--- config.mk ---
export PLATFORM = sky130hd
export DESIGN_NAME = rac_regs
export DESIGN_NICKNAME = d
export VERILOG_FILES = /design/src/rac_pkg.sv /design/src/rac_regs.sv
export SDC_FILE = /design/constraint.sdc
export NUM_CORES = 1
export LEC_CHECK = 0
export BUFFER_PORTS_ARGS = -buffer_cell sky130_fd_sc_hd__buf_2
export CORE_ASPECT_RATIO = 1.75
export CORE_MARGIN = 4
export CORE_UTILIZATION = 60
export CTS_CLUSTER_DIAMETER = 150
export CTS_CLUSTER_SIZE = 30
export DETAILED_ROUTE_END_ITERATION = 12
export PLACE_DENSITY = 0.81
export REMOVE_ABC_BUFFERS = 1
export SYNTH_ARGS = -nofsm -noshare
export SYNTH_HDL_FRONTEND = slang
export SYNTH_SLANG_ARGS = --single-unit
--- constraint.sdc ---
create_clock -name I_CLOCK -period 25.6 [get_ports I_CLOCK]
set_input_delay 1.28 -clock I_CLOCK [delete_from_list [all_inputs] [get_ports I_CLOCK]]
set_output_delay 1.28 -clock I_CLOCK [all_outputs]
set_load 0.1 [all_outputs]
--- src/rac_pkg.sv ---
// Constants, carrier types and state layout of the register access block
package rac_pkg;
  localparam int NUM_PORTS = 4;
  localparam int EV_W = 4;
  localparam int AXI_AW = 13;
  // Offsets within a 200h region, as register indices
  localparam logic [8:0] OFS_GL_ID = 9'h000;
  localparam logic [8:0] OFS_GL_CTRL = 9'h002;
  localparam logic [8:0] OFS_GL_STAT = 9'h014;
  localparam logic [8:0] GL_LAST = 9'h01F;
  localparam logic [8:0] GL_UNUSED_LAST = 9'h02F;
  localparam logic [8:0] PORT_FIRST = 9'h040;
  localparam logic [8:0] OFS_P_CTRL = 9'h040;
  localparam logic [8:0] OFS_P_STAT = 9'h052;
  localparam logic [8:0] OFS_P_LATCH = 9'h054;
  localparam logic [8:0] OFS_P_IE = 9'h056;
  localparam logic [8:0] OFS_BERT_FIRST = 9'h060;
  localparam logic [8:0] OFS_ENC_FIRST = 9'h08C;
  localparam logic [8:0] OFS_DEC_FIRST = 9'h090;
  localparam logic [8:0] OFS_P_CNT = 9'h09C;
  localparam logic [8:0] OFS_HDLC_TX_FIRST = 9'h0A0;
  localparam logic [8:0] OFS_HDLC_RX_FIRST = 9'h0B0;
  // Field positions
  localparam int GC_LCM_BIT = 2;
  localparam int GC_SNAP_BIT = 3;
  localparam int GC_BUS16_BIT = 4;
  localparam int PC_MODE_BIT = 0;
  localparam int CHG_EV_BIT = 3;
  localparam logic [EV_W-1:0] RSV_MASK = 4'h8;
  // Reset values and limits
  localparam logic [15:0] GL_CTRL_RST = 16'h0010;
  localparam logic [15:0] P_CTRL_RST = 16'h0000;
  localparam logic [15:0] P_IE_RST = 16'h0000;
  localparam logic [15:0] CNT_MAX = 16'hFFFF;
  localparam logic [1:0] RESP_OKAY = 2'h0;
  localparam logic [1:0] RESP_DECERR = 2'h3;

  typedef struct packed {
    logic [AXI_AW-1:0] awaddr;
    logic awvalid;
    logic [31:0] wdata;
    logic [3:0] wstrb;
    logic wvalid;
    logic bready;
    logic [AXI_AW-1:0] araddr;
    logic arvalid;
    logic rready;
  } rac_axi_req_t;

  typedef struct packed {
    logic awready;
    logic wready;
    logic [1:0] bresp;
    logic bvalid;
    logic arready;
    logic [31:0] rdata;
    logic [1:0] rresp;
    logic rvalid;
  } rac_axi_rsp_t;

  typedef logic [EV_W-1:0] rac_ev_t;

  typedef enum logic [1:0] {
    SNAP_IDLE = 2'b01,
    SNAP_LOAD = 2'b10
  } rac_snap_e;

  typedef struct packed {
    logic [15:0] ctrl;
    logic [15:0] ie;
    logic [EV_W-1:0] latch;
    logic [EV_W-1:0] ev_prev;
    logic [15:0] cnt;
    logic [15:0] cnt_reg;
    logic mode_app;
    logic mode_chg;
  } rac_port_t;

  typedef struct packed {
    rac_axi_rsp_t rsp;
    logic aw_have;
    logic w_have;
    logic [10:0] w_idx;
    logic [31:0] wdata;
    logic [3:0] wstrb;
    logic [15:0] gl_ctrl;
    logic snap_prev;
    rac_snap_e snap_st;
    logic done;
    logic zero_n;
    logic int_n;
    rac_port_t [NUM_PORTS-1:0] ports;
  } rac_state_t;
endpackage

--- src/rac_regs.sv ---
// Register access block: AXI4-Lite slave over the eleven-bit register space
`timescale 1ns/1ps
module rac_regs #(
  parameter int unsigned PORT_COUNT = 4,
  parameter logic [15:0] ID_VALUE = 16'h5A01  // Identity value, arbitrary
) (
  // Clock and reset
  input wire logic I_CLOCK,
  input wire logic I_RST_N,
  // Register bus
  input wire rac_pkg::rac_axi_req_t I_AXI_REQ,
  output rac_pkg::rac_axi_rsp_t O_AXI_RSP,
  // Data path events
  input wire logic I_DATAPATH_RESET_N,
  input wire rac_pkg::rac_ev_t [rac_pkg::NUM_PORTS-1:0] I_EVENT,
  input wire logic [rac_pkg::NUM_PORTS-1:0] I_COUNT_EVENT,
  // Status outputs
  output logic O_COUNTER_SNAPSHOT_DONE,
  output logic O_ZERO_COUNT_N,
  output logic O_INT_N
);
  import rac_pkg::*;

  logic rst_meta_reg;
  logic rst_sync_reg;
  rac_state_t state_reg;
  rac_state_t state_next;
  logic [10:0] rd_idx;
  logic [10:0] wr_idx;
  logic [8:0] rd_even;
  logic [8:0] wr_even;
  logic rd_take;
  logic wr_do;
  logic rd_map;
  logic wr_map;
  logic snap_go;

  // Fold the top index bit away on variants that leave it unused
  function automatic logic [10:0] fold_idx(input logic [AXI_AW-1:0] addr);
    logic [10:0] idx;
    idx = addr[12:2];
    if (PORT_COUNT <= 2) begin
      idx[10] = 1'b0;
    end
    return idx;
  endfunction

  // Whether an index lies in space that answers the bus
  function automatic logic idx_mapped(input logic [10:0] idx);
    logic [1:0] rgn;
    logic [8:0] ofs;
    logic ok;
    rgn = idx[10:9];
    ofs = idx[8:0];
    if (ofs >= PORT_FIRST) begin
      ok = (32'(rgn) < PORT_COUNT);
    end else if (rgn == 2'h0) begin
      ok = (ofs <= GL_LAST) || (ofs > GL_UNUSED_LAST);
    end else begin
      ok = (rgn != 2'h3);
    end
    return ok;
  endfunction

  // Sixteen-bit value of the register pair holding an index
  function automatic logic [15:0] reg_value(input rac_state_t s, input logic [10:0] idx);
    logic [15:0] val;
    logic [8:0] even;
    int unsigned p;
    val = 16'h0000;
    even = {idx[8:1], 1'b0};
    p = 32'(idx[10:9]);
    if (even < PORT_FIRST) begin
      if (p == 0) begin
        case (even)
          OFS_GL_ID: val = ID_VALUE;
          OFS_GL_CTRL: val = s.gl_ctrl;
          OFS_GL_STAT: val = {15'h0000, s.done};
          default: val = 16'h0000;
        endcase
      end
    end else if (p < PORT_COUNT) begin
      case (even)
        OFS_P_CTRL: val = s.ports[p].ctrl;
        OFS_P_STAT: val = {12'h000, I_EVENT[p] & (s.ports[p].mode_app ? ~RSV_MASK : 4'hF)};
        OFS_P_LATCH: val = {12'h000, s.ports[p].latch};
        OFS_P_IE: val = s.ports[p].ie;
        OFS_P_CNT: val = s.ports[p].cnt_reg;
        default: val = 16'h0000;
      endcase
    end
    return val;
  endfunction

  // Bus request decode
  assign rd_idx = fold_idx(I_AXI_REQ.araddr);
  assign wr_idx = state_reg.w_idx;
  assign rd_even = {rd_idx[8:1], 1'b0};
  assign wr_even = {wr_idx[8:1], 1'b0};
  assign rd_take = I_AXI_REQ.arvalid && state_reg.rsp.arready;
  assign wr_do = state_reg.aw_have && state_reg.w_have && !state_reg.rsp.bvalid;
  assign rd_map = idx_mapped(rd_idx);
  assign wr_map = idx_mapped(wr_idx);
  // Strobe edges count only outside data path reset
  assign snap_go = state_reg.gl_ctrl[GC_SNAP_BIT] && !state_reg.snap_prev && I_DATAPATH_RESET_N
                   && (state_reg.snap_st == SNAP_IDLE);

  // Next-state logic for the whole block
  always_comb begin
    logic bus16;
    logic lcm;
    logic hit;
    logic inc;
    logic any_int;
    logic [15:0] wd;
    logic [15:0] wm;
    logic [15:0] rv;
    logic [EV_W-1:0] rise;
    logic [EV_W-1:0] fall;
    logic [EV_W-1:0] set;
    logic [EV_W-1:0] clr;
    bus16 = state_reg.gl_ctrl[GC_BUS16_BIT];
    lcm = state_reg.gl_ctrl[GC_LCM_BIT];
    hit = 1'b0;
    inc = 1'b0;
    any_int = 1'b0;
    wd = 16'h0000;
    wm = 16'h0000;
    rv = 16'h0000;
    rise = '0;
    fall = '0;
    set = '0;
    clr = '0;
    state_next = state_reg;

    // Write address and data are taken independently
    if (I_AXI_REQ.awvalid && state_reg.rsp.awready) begin
      state_next.rsp.awready = 1'b0;
      state_next.aw_have = 1'b1;
      state_next.w_idx = fold_idx(I_AXI_REQ.awaddr);
    end
    if (I_AXI_REQ.wvalid && state_reg.rsp.wready) begin
      state_next.rsp.wready = 1'b0;
      state_next.w_have = 1'b1;
      state_next.wdata = I_AXI_REQ.wdata;
      state_next.wstrb = I_AXI_REQ.wstrb;
    end
    // Both halves held: perform the write and answer
    if (wr_do) begin
      state_next.aw_have = 1'b0;
      state_next.w_have = 1'b0;
      state_next.rsp.bvalid = 1'b1;
      state_next.rsp.bresp = wr_map ? RESP_OKAY : RESP_DECERR;
    end
    if (state_reg.rsp.bvalid && I_AXI_REQ.bready) begin
      state_next.rsp.bvalid = 1'b0;
      state_next.rsp.awready = 1'b1;
      state_next.rsp.wready = 1'b1;
    end

    // Read answer is registered at the taking edge
    if (rd_take) begin
      rv = reg_value(state_reg, rd_idx);
      state_next.rsp.arready = 1'b0;
      state_next.rsp.rvalid = 1'b1;
      state_next.rsp.rresp = rd_map ? RESP_OKAY : RESP_DECERR;
      if (bus16) begin
        state_next.rsp.rdata = {16'h0000, rv};
      end else if (rd_idx[0]) begin
        state_next.rsp.rdata = {24'h000000, rv[15:8]};
      end else begin
        state_next.rsp.rdata = {24'h000000, rv[7:0]};
      end
    end
    if (state_reg.rsp.rvalid && I_AXI_REQ.rready) begin
      state_next.rsp.rvalid = 1'b0;
      state_next.rsp.arready = 1'b1;
    end

    // Byte lanes of the pending write
    if (bus16) begin
      wd = state_reg.wdata[15:0];
      wm = {{8{state_reg.wstrb[1]}}, {8{state_reg.wstrb[0]}}};
    end else begin
      wd = {2{state_reg.wdata[7:0]}};
      wm = wr_idx[0] ? {{8{state_reg.wstrb[0]}}, 8'h00} : {8'h00, {8{state_reg.wstrb[0]}}};
    end
    if (!wr_do || !wr_map) begin
      wm = 16'h0000;
    end
    // Global control register, reserved bits kept but unused
    if (wr_idx[10:9] == 2'h0 && wr_even == OFS_GL_CTRL) begin
      state_next.gl_ctrl = (state_reg.gl_ctrl & ~wm) | (wd & wm);
    end

    // Counter snapshot sequence
    state_next.snap_prev = state_reg.gl_ctrl[GC_SNAP_BIT];
    state_next.zero_n = 1'b1;
    case (state_reg.snap_st)
      SNAP_IDLE: begin
        if (snap_go) begin
          state_next.snap_st = SNAP_LOAD;
          state_next.done = 1'b0;
        end
      end
      SNAP_LOAD: begin
        state_next.snap_st = SNAP_IDLE;
        state_next.done = 1'b1;
        state_next.zero_n = 1'b0;
      end
      default: begin
        state_next.snap_st = SNAP_IDLE;
      end
    endcase

    // Per-port status, counters and configuration
    for (int i = 0; i < NUM_PORTS; i++) begin
      rise = I_EVENT[i] & ~state_reg.ports[i].ev_prev;
      fall = ~I_EVENT[i] & state_reg.ports[i].ev_prev;
      set = rise;
      set[CHG_EV_BIT] = rise[CHG_EV_BIT] | fall[CHG_EV_BIT];
      if (state_reg.ports[i].mode_app) begin
        set = set & ~RSV_MASK;
      end
      state_next.ports[i].ev_prev = I_EVENT[i];
      // Mode takes effect only while the data path runs
      if (state_reg.ports[i].ctrl[PC_MODE_BIT] != state_reg.ports[i].mode_app) begin
        state_next.ports[i].mode_chg = 1'b1;
        if (I_DATAPATH_RESET_N) begin
          state_next.ports[i].mode_app = state_reg.ports[i].ctrl[PC_MODE_BIT];
        end
      end
      // Register writes aimed at this port
      hit = (32'(wr_idx[10:9]) == 32'(i)) && (wr_even >= PORT_FIRST);
      clr = '0;
      if (hit && wr_even == OFS_P_CTRL) begin
        state_next.ports[i].ctrl = (state_reg.ports[i].ctrl & ~wm) | (wd & wm);
      end
      if (hit && wr_even == OFS_P_IE) begin
        state_next.ports[i].ie = (state_reg.ports[i].ie & ~wm) | (wd & wm);
      end
      if (hit && lcm && wr_even == OFS_P_LATCH) begin
        clr = wd[EV_W-1:0] & wm[EV_W-1:0];
      end
      // Reading the latched register clears it in clear-on-read mode, in byte mode only through its low byte
      if (rd_take && rd_map && !lcm && 32'(rd_idx[10:9]) == 32'(i) && rd_even == OFS_P_LATCH) begin
        if (bus16 || !rd_idx[0]) begin
          clr = '1;
        end
      end
      // A new event beats a clear in the same cycle
      state_next.ports[i].latch = (state_reg.ports[i].latch & ~clr) | set;
      // Counting and snapshot, losing no event in the snapshot load cycle
      inc = I_COUNT_EVENT[i] && !state_reg.ports[i].mode_app;
      if (state_reg.snap_st == SNAP_LOAD) begin
        state_next.ports[i].cnt_reg = state_reg.ports[i].cnt;
        state_next.ports[i].cnt = inc ? 16'h0001 : 16'h0000;
      end else if (inc && state_reg.ports[i].cnt != CNT_MAX) begin
        state_next.ports[i].cnt = state_reg.ports[i].cnt + 16'h0001;
      end
      // Data path reset after a mode change wipes the history
      if (!I_DATAPATH_RESET_N && state_reg.ports[i].mode_chg) begin
        state_next.ports[i].latch = '0;
        state_next.ports[i].cnt = 16'h0000;
        state_next.ports[i].cnt_reg = 16'h0000;
        state_next.ports[i].mode_chg = 1'b0;
      end
      if (32'(i) >= PORT_COUNT) begin
        state_next.ports[i] = '0;
      end
      any_int = any_int | (|(state_reg.ports[i].latch & state_reg.ports[i].ie[EV_W-1:0]));
    end
    state_next.int_n = !any_int;
  end

  // Reset release through two flip-flops
  always_ff @(posedge I_CLOCK or negedge I_RST_N) begin
    if (!I_RST_N) begin
      rst_meta_reg <= 1'b0;
      rst_sync_reg <= 1'b0;
    end else begin
      rst_meta_reg <= 1'b1;
      rst_sync_reg <= rst_meta_reg;
    end
  end

  // Whole state register, defaults restored on global reset
  always_ff @(posedge I_CLOCK or negedge rst_sync_reg) begin
    if (!rst_sync_reg) begin
      state_reg <= '0;
      state_reg.rsp.awready <= 1'b1;
      state_reg.rsp.wready <= 1'b1;
      state_reg.rsp.arready <= 1'b1;
      state_reg.gl_ctrl <= GL_CTRL_RST;
      state_reg.snap_st <= SNAP_IDLE;
      state_reg.done <= 1'b1;
      state_reg.zero_n <= 1'b1;
      state_reg.int_n <= 1'b1;
      for (int i = 0; i < NUM_PORTS; i++) begin
        state_reg.ports[i].ctrl <= P_CTRL_RST;
        state_reg.ports[i].ie <= P_IE_RST;
      end
    end else begin
      state_reg <= state_next;
    end
  end

  // Outputs straight from the state register
  assign O_AXI_RSP = state_reg.rsp;
  assign O_COUNTER_SNAPSHOT_DONE = state_reg.done;
  assign O_ZERO_COUNT_N = state_reg.zero_n;
  assign O_INT_N = state_reg.int_n;
endmodule // rac_regs

Word-level counts from Yosys, hierarchy flattened
Index checks and enable logic that the tools add are counted.
Widths: inputs -> output; s select.
{ "word_totals": {"elab_cells": 341, "out_inout_bits": 44, "ff_bits": 392} }
{ "op_classes": {"muxes": 84, "n_eq_ne": 30, "reduce_logical": 100, "n_bitwise": 61, "n_lt_le_gt_ge": 9, "add_sub_neg": 4} }
{ "ops": {"columns": ["op", "n"], "rows": [
  ["$mux 16", 19],
  ["$and 16x16->16", 10],
  ["$bmux 74 s2", 1],
  ["$or 16x16->16", 9],
  ["$mux 32", 4],
  ["$mux 4", 22],
  ["$pmux 16 s5", 1],
  ["$mux 74", 1],
  ["$and 4x4->4", 18],
  ["$add 16x1->16 const B", 4],
  ["$ne 16x16->1 const B", 4],
  ["$eq 8x6->1 const B", 7],
  ["$logic_and 1x1->1", 53],
  ["$not 4->4", 12],
  ["$pmux 16 s3", 1],
  ["$mux 36", 1],
  ["$reduce_bool 2->1", 15],
  ["$ge 9x7->1 const B", 3],
  ["$mux 1", 25],
  ["$gt 9x6->1 const B", 2],
  ["$le 9x5->1 const B", 2],
  ["$eq 8x1->1 const B", 2],
  ["$not 16->16", 1],
  ["$or 4x4->4", 4],
  ["other kinds (21)", 67]
]} }

Logic depth before layout (Yosys ltp)
{ "depth": {"ltp_word": 15, "ltp_mapped": 8} }

Worst setup path before layout
No wires, ideal clock.
{ "synth_timing": {"path_type": "input-to-reg", "startpoint": "in I_AXI_REQ[14] in the netlist's numbering", "endpoint": "reg state_reg, in the netlist O_AXI_RSP[3]", "stages": 7, "setup_time_ps": 123, "arrival_time_ps": 3026, "slack_ps": 22451, "required_time_ps": 25477, "cell_sequence": "buf_2 buf_1 buf_1 mux4_2 a32oi_1 nand3_1 o221a_2"} }
{ "synth_via": {"elab_chain_cells": 7} }
{ "synth_rtl": {"columns": ["item", "line", "source"], "rows": [
  ["start, declared", "rac_regs.sv:11", "input wire rac_pkg::rac_axi_req_t I_AXI_REQ,"],
  ["$bmux 4 s2", "rac_regs.sv:85", "OFS_P_STAT: val = {12'h000, I_EVENT[p] & (s.ports[p].mode_app ? ~RSV_MASK : 4'hF)};"],
  ["$mux 4 (implied by the code)", "rac_regs.sv:85", null],
  ["$and 4x4->4", "rac_regs.sv:85", null],
  ["$pmux 16 s5", "rac_regs.sv:83", "case (even)"],
  ["$mux 16 (*)", "rac_regs.sv:73", "if (even < PORT_FIRST) begin"],
  ["$mux 8", "rac_regs.sv:169", "end else if (rd_idx[0]) begin"],
  ["$mux 16 (*)", "rac_regs.sv:167", "if (bus16) begin"],
  ["end signal, assigned", "rac_regs.sv:304", "state_reg <= state_next;"],
  ["end, declared", "rac_regs.sv:26", "rac_state_t state_reg;"]
]} }
Mark *: on every way between the ends. The rest lies on a longest branch, timed or not. The select of a mux whose other input is x is not followed.
A chain may end at the register's enable or synchronous reset.

Final worst setup path
{ "layout_timing": {"startpoint": "in I_AXI_REQ[13] in the netlist's numbering", "endpoint": "reg state_reg, in the netlist O_AXI_RSP[17]"} }
{ "layout_via": {"elab_chain_cells": 5} }
{ "layout_rtl": {"columns": ["item", "line", "source"], "rows": [
  ["$bmux 74 s2", "rac_regs.sv:84, rac_regs.sv:87, rac_regs.sv:88", null],
  ["$mux 74 (implied by the code)", "rac_regs.sv:88", "OFS_P_CNT: val = s.ports[p].cnt_reg;"],
  ["$pmux 16 s5", "rac_regs.sv:83", null],
  ["$mux 16 (*)", "rac_regs.sv:73", null],
  ["$mux 16 (*)", "rac_regs.sv:167", null]
]} }
Marks and branches as above.

==> run_results.csv <==
group,metric,value,unit
status,outcome,"finished, final reports clean",
critical_path,cp.arrival,4.03,ns
routing,antenna_left,0,
logic_synthesis,yosys_warnings,0,
cells_and_area,antenna_cells,0,
timing,slew_violations,0,
critical_path,start_kind,"primary input",
critical_path,r2r_end,"state_reg[40]",
clock_tree,postCtsResizedCells,0,
routing,remaining_drc_errors,0,
timing,relSlewSlack,0.207,
logic_synthesis,synth_area_per_cell,11.0,um^2
cells_and_area,syn2layout_area_growth,5.39,%
logic_synthesis,ys_seq_elements,374,
clock_tree,numCtsBuffers,16,
min_path,hold_class,"reg -> async",
logic_synthesis,synthFlopType,"dfrtp_1",
die,die_h,235,um
clock_tree,cts_buffer_depth,3,
timing,grt_setup_unrepaired,"false",
clock_tree,path_clk_slew,0.12,ns
timing,post-route-min-period,3.63,ns
logic_synthesis,syn_area,17700,um^2
critical_path,cp_max_fo,42,
timing,fin_crit_sh,0.142,
logic_synthesis,ys_seq_area_frac,0.529,
clock_tree,htreeDepth,1,
pwr,powerDensity,76.4,nW/um^2
timing,timing.fmax,0.276,GHz
global_route,gr-total-overflow,0,
global_route,grt_pass1_wl,70.3,mm
timing,final_hold_viol_count,0,
die,ios,134,
die,core,29300,um^2
die,die_w,138,um
routing,num_vias,12737,
routing,firstDrtPassIters,7,
placed_design,hpwl,32.3,mm
clock_tree,cts.sinks,374,
clock_tree,root_buffer,"clkbuf_16",
die,die-area,32400,um^2
routing,drtIter0Drc,956,
die,initial_core_util,0.605,
die,num_rows,83,
clock_tree,cts_tree,"built",
logic_synthesis,synth_edf_count,0,
routing,avgRoutedWirePerCell,22.1,um
placed_design,placed_cell_area,18200,um^2
critical_path,end_kind,"flip-flop",
clock_tree,clock_latency,0.53,ns
pwr,max-vdd-ir-drop,0.108,mV
logic_synthesis,synth_cell_types,74,
cells_and_area,fin_area,18700,um^2
timing,setup_violations,0,
critical_path,r2r_slack,22.58,ns
clock_tree,cts_hold_buffers,0,
critical_path,r2r_cells,5,
routing,via_per_inst,6.33,
placed_design,finalWeightedCongestion,0.917,
logic_synthesis,synthesis.instances,1616,
timing,clock_skew,0.0231,ns
critical_path,critPathRequiredTime,26.00,ns
pwr,power.leakage,8.12,nW
clock_tree,cts_setup_buffers,0,
placed_design,port_buffers,95,
flow_run,maxCapViolCount,0,
timing,setup_tns,0,ns
critical_path,worst-setup-path-type,"in -> reg",
cells_and_area,layout-drive-gt1-share,0.207,
global_route,grt_pass1_vias,12942,
global_route,antenna_found_initial,1,
cells_and_area,nets,1718,
routing,routed_wl,44.5,mm
global_route,grt_start_max_net_pins,181,
cells_and_area,n_fill_cell,2289,
global_route,track_usage,0.277,
timing,tightest_slew,1.18,ns
logic_synthesis,postSynth.asyncResetShare,1.00,
## per-layer routing
metal  track usage  share of wire  vias to the layer above  wire, um
met5             0        0.00029                        -        13
met3        0.0272          0.047                      133      2080
met1         0.325           0.35                     6392     15500
met4         0.156          0.070                        2      3100
met2         0.489           0.54                      474     23800
li1              -              -                     5736         -
## through the flow
stage | hold WS [ns] | setup slack, ns | std cells | power [W] | utilization
6_report | 0.363 | 21.97 | 2013 | 0.00143 | 0.638
5_1_grt | 0.383 | 21.77 | 2013 | 0.00148 | 0.638
4_1_cts | 0.377 | 21.95 | 2013 | 0.00143 | 0.638
3_5_place_dp | 0.343 | 21.39 | 1988 | 0.00112 | 0.622
3_3_place_gp | 0.338 | 21.41 | 1988 | 0.00110 | 0.622
2_1_floorplan | 0.331 | 14.42 | 1494 | 0.000998 | -
## cells in the final DEF, fill, tap and decap left out, types with 16 or more instances in the layout
master,netlist,layout
dfrtp_1,366,365
nand2_1,281,281
mux2_2,104,104
a21oi_1,94,94
buf_2,7,94
o21ai_0,93,93
nor2_1,68,68
mux4_2,55,55
xnor2_1,43,43
nand3_1,35,35
nand4_1,31,31
nor3_1,28,28
nor3b_1,19,19
conb_1,2,17
clkbuf_16,0,17
buf_4,41,17
a31o_2,16,16
## cell usage after synthesis, types with 9 or more instances
cell / instances / area share
and3_1: 15 / 0.0053
nor4_1: 13 / 0.0046
mux2_2: 104 / 0.066
nor3_1: 28 / 0.0079
nand4_1: 31 / 0.011
xnor2_1: 43 / 0.021
buf_4: 41 / 0.017
or3_1: 9 / 0.0032
nor2b_1: 16 / 0.0056
inv_1: 13 / 0.0028
and4_1: 9 / 0.0044
mux2i_1: 11 / 0.0062
a31o_2: 16 / 0.0079
nor2_1: 68 / 0.014
nand3_1: 35 / 0.0099
nor3b_1: 19 / 0.0081
clkbuf_1: 75 / 0.016
dfrtp_1: 366 / 0.52
buf_1: 12 / 0.0025
a211oi_1: 12 / 0.0051
a21oi_1: 94 / 0.027
nand2_1: 281 / 0.060
o21ai_0: 93 / 0.026
mux4_2: 55 / 0.070
## report_power, final
part	internal [W]	switching, W
logic	0.000114	0.000234
registers	0.000670	0.0000949
clock network	0.000126	0.000187
## logic make-up after synthesis
group | Yosys count | synth area share
AND/OR/NAND/NOR | 576 | 0.157
XOR/XNOR | 50 | 0.0247
AO/OA/AOI/OAI | 287 | 0.101
flip-flops | 374 | 0.529
other | 2 | 0.000424
multiplexers | 172 | 0.144
buffers and inverters | 151 | 0.0420
adder cells (fa/ha/maj) | 4 | 0.00282
## layout make-up
cell class              instances  area, um^2  area share
clock buffers                  24         452      0.0242
clock inverters                 1        16.3    0.000871
inverters                      14        52.6     0.00281
multi-input cells            1106        7680       0.411
flip-flops and latches        374        9370       0.502
well taps                     382         478      0.0256
repair buffers                112         618      0.0331
## critical path: stages
cell and delay, ns:
buf_4 0.39, buf_4 0.71, mux4_2 0.61, and3_1 0.19
a221oi_1 0.19, a21boi_0 0.47, o21ai_0 0.18
## worst max path at each step
stage	from	end	slack, ns	cells past startpoint
floorplan	rst_sync_reg	O_AXI_RSP[0]	14.42	0
finish	I_AXI_REQ[13]	O_AXI_RSP[17]	21.97	7
CTS	I_AXI_REQ[13]	O_AXI_RSP[17]	21.95	7
global route	I_AXI_REQ[13]	O_AXI_RSP[17]	21.77	7
global placement	I_AXI_REQ[13]	O_AXI_RSP[17]	21.41	7
detailed placement	I_AXI_REQ[13]	O_AXI_RSP[17]	21.39	7
No activity file was read; power rests on OpenSTA's default activity.
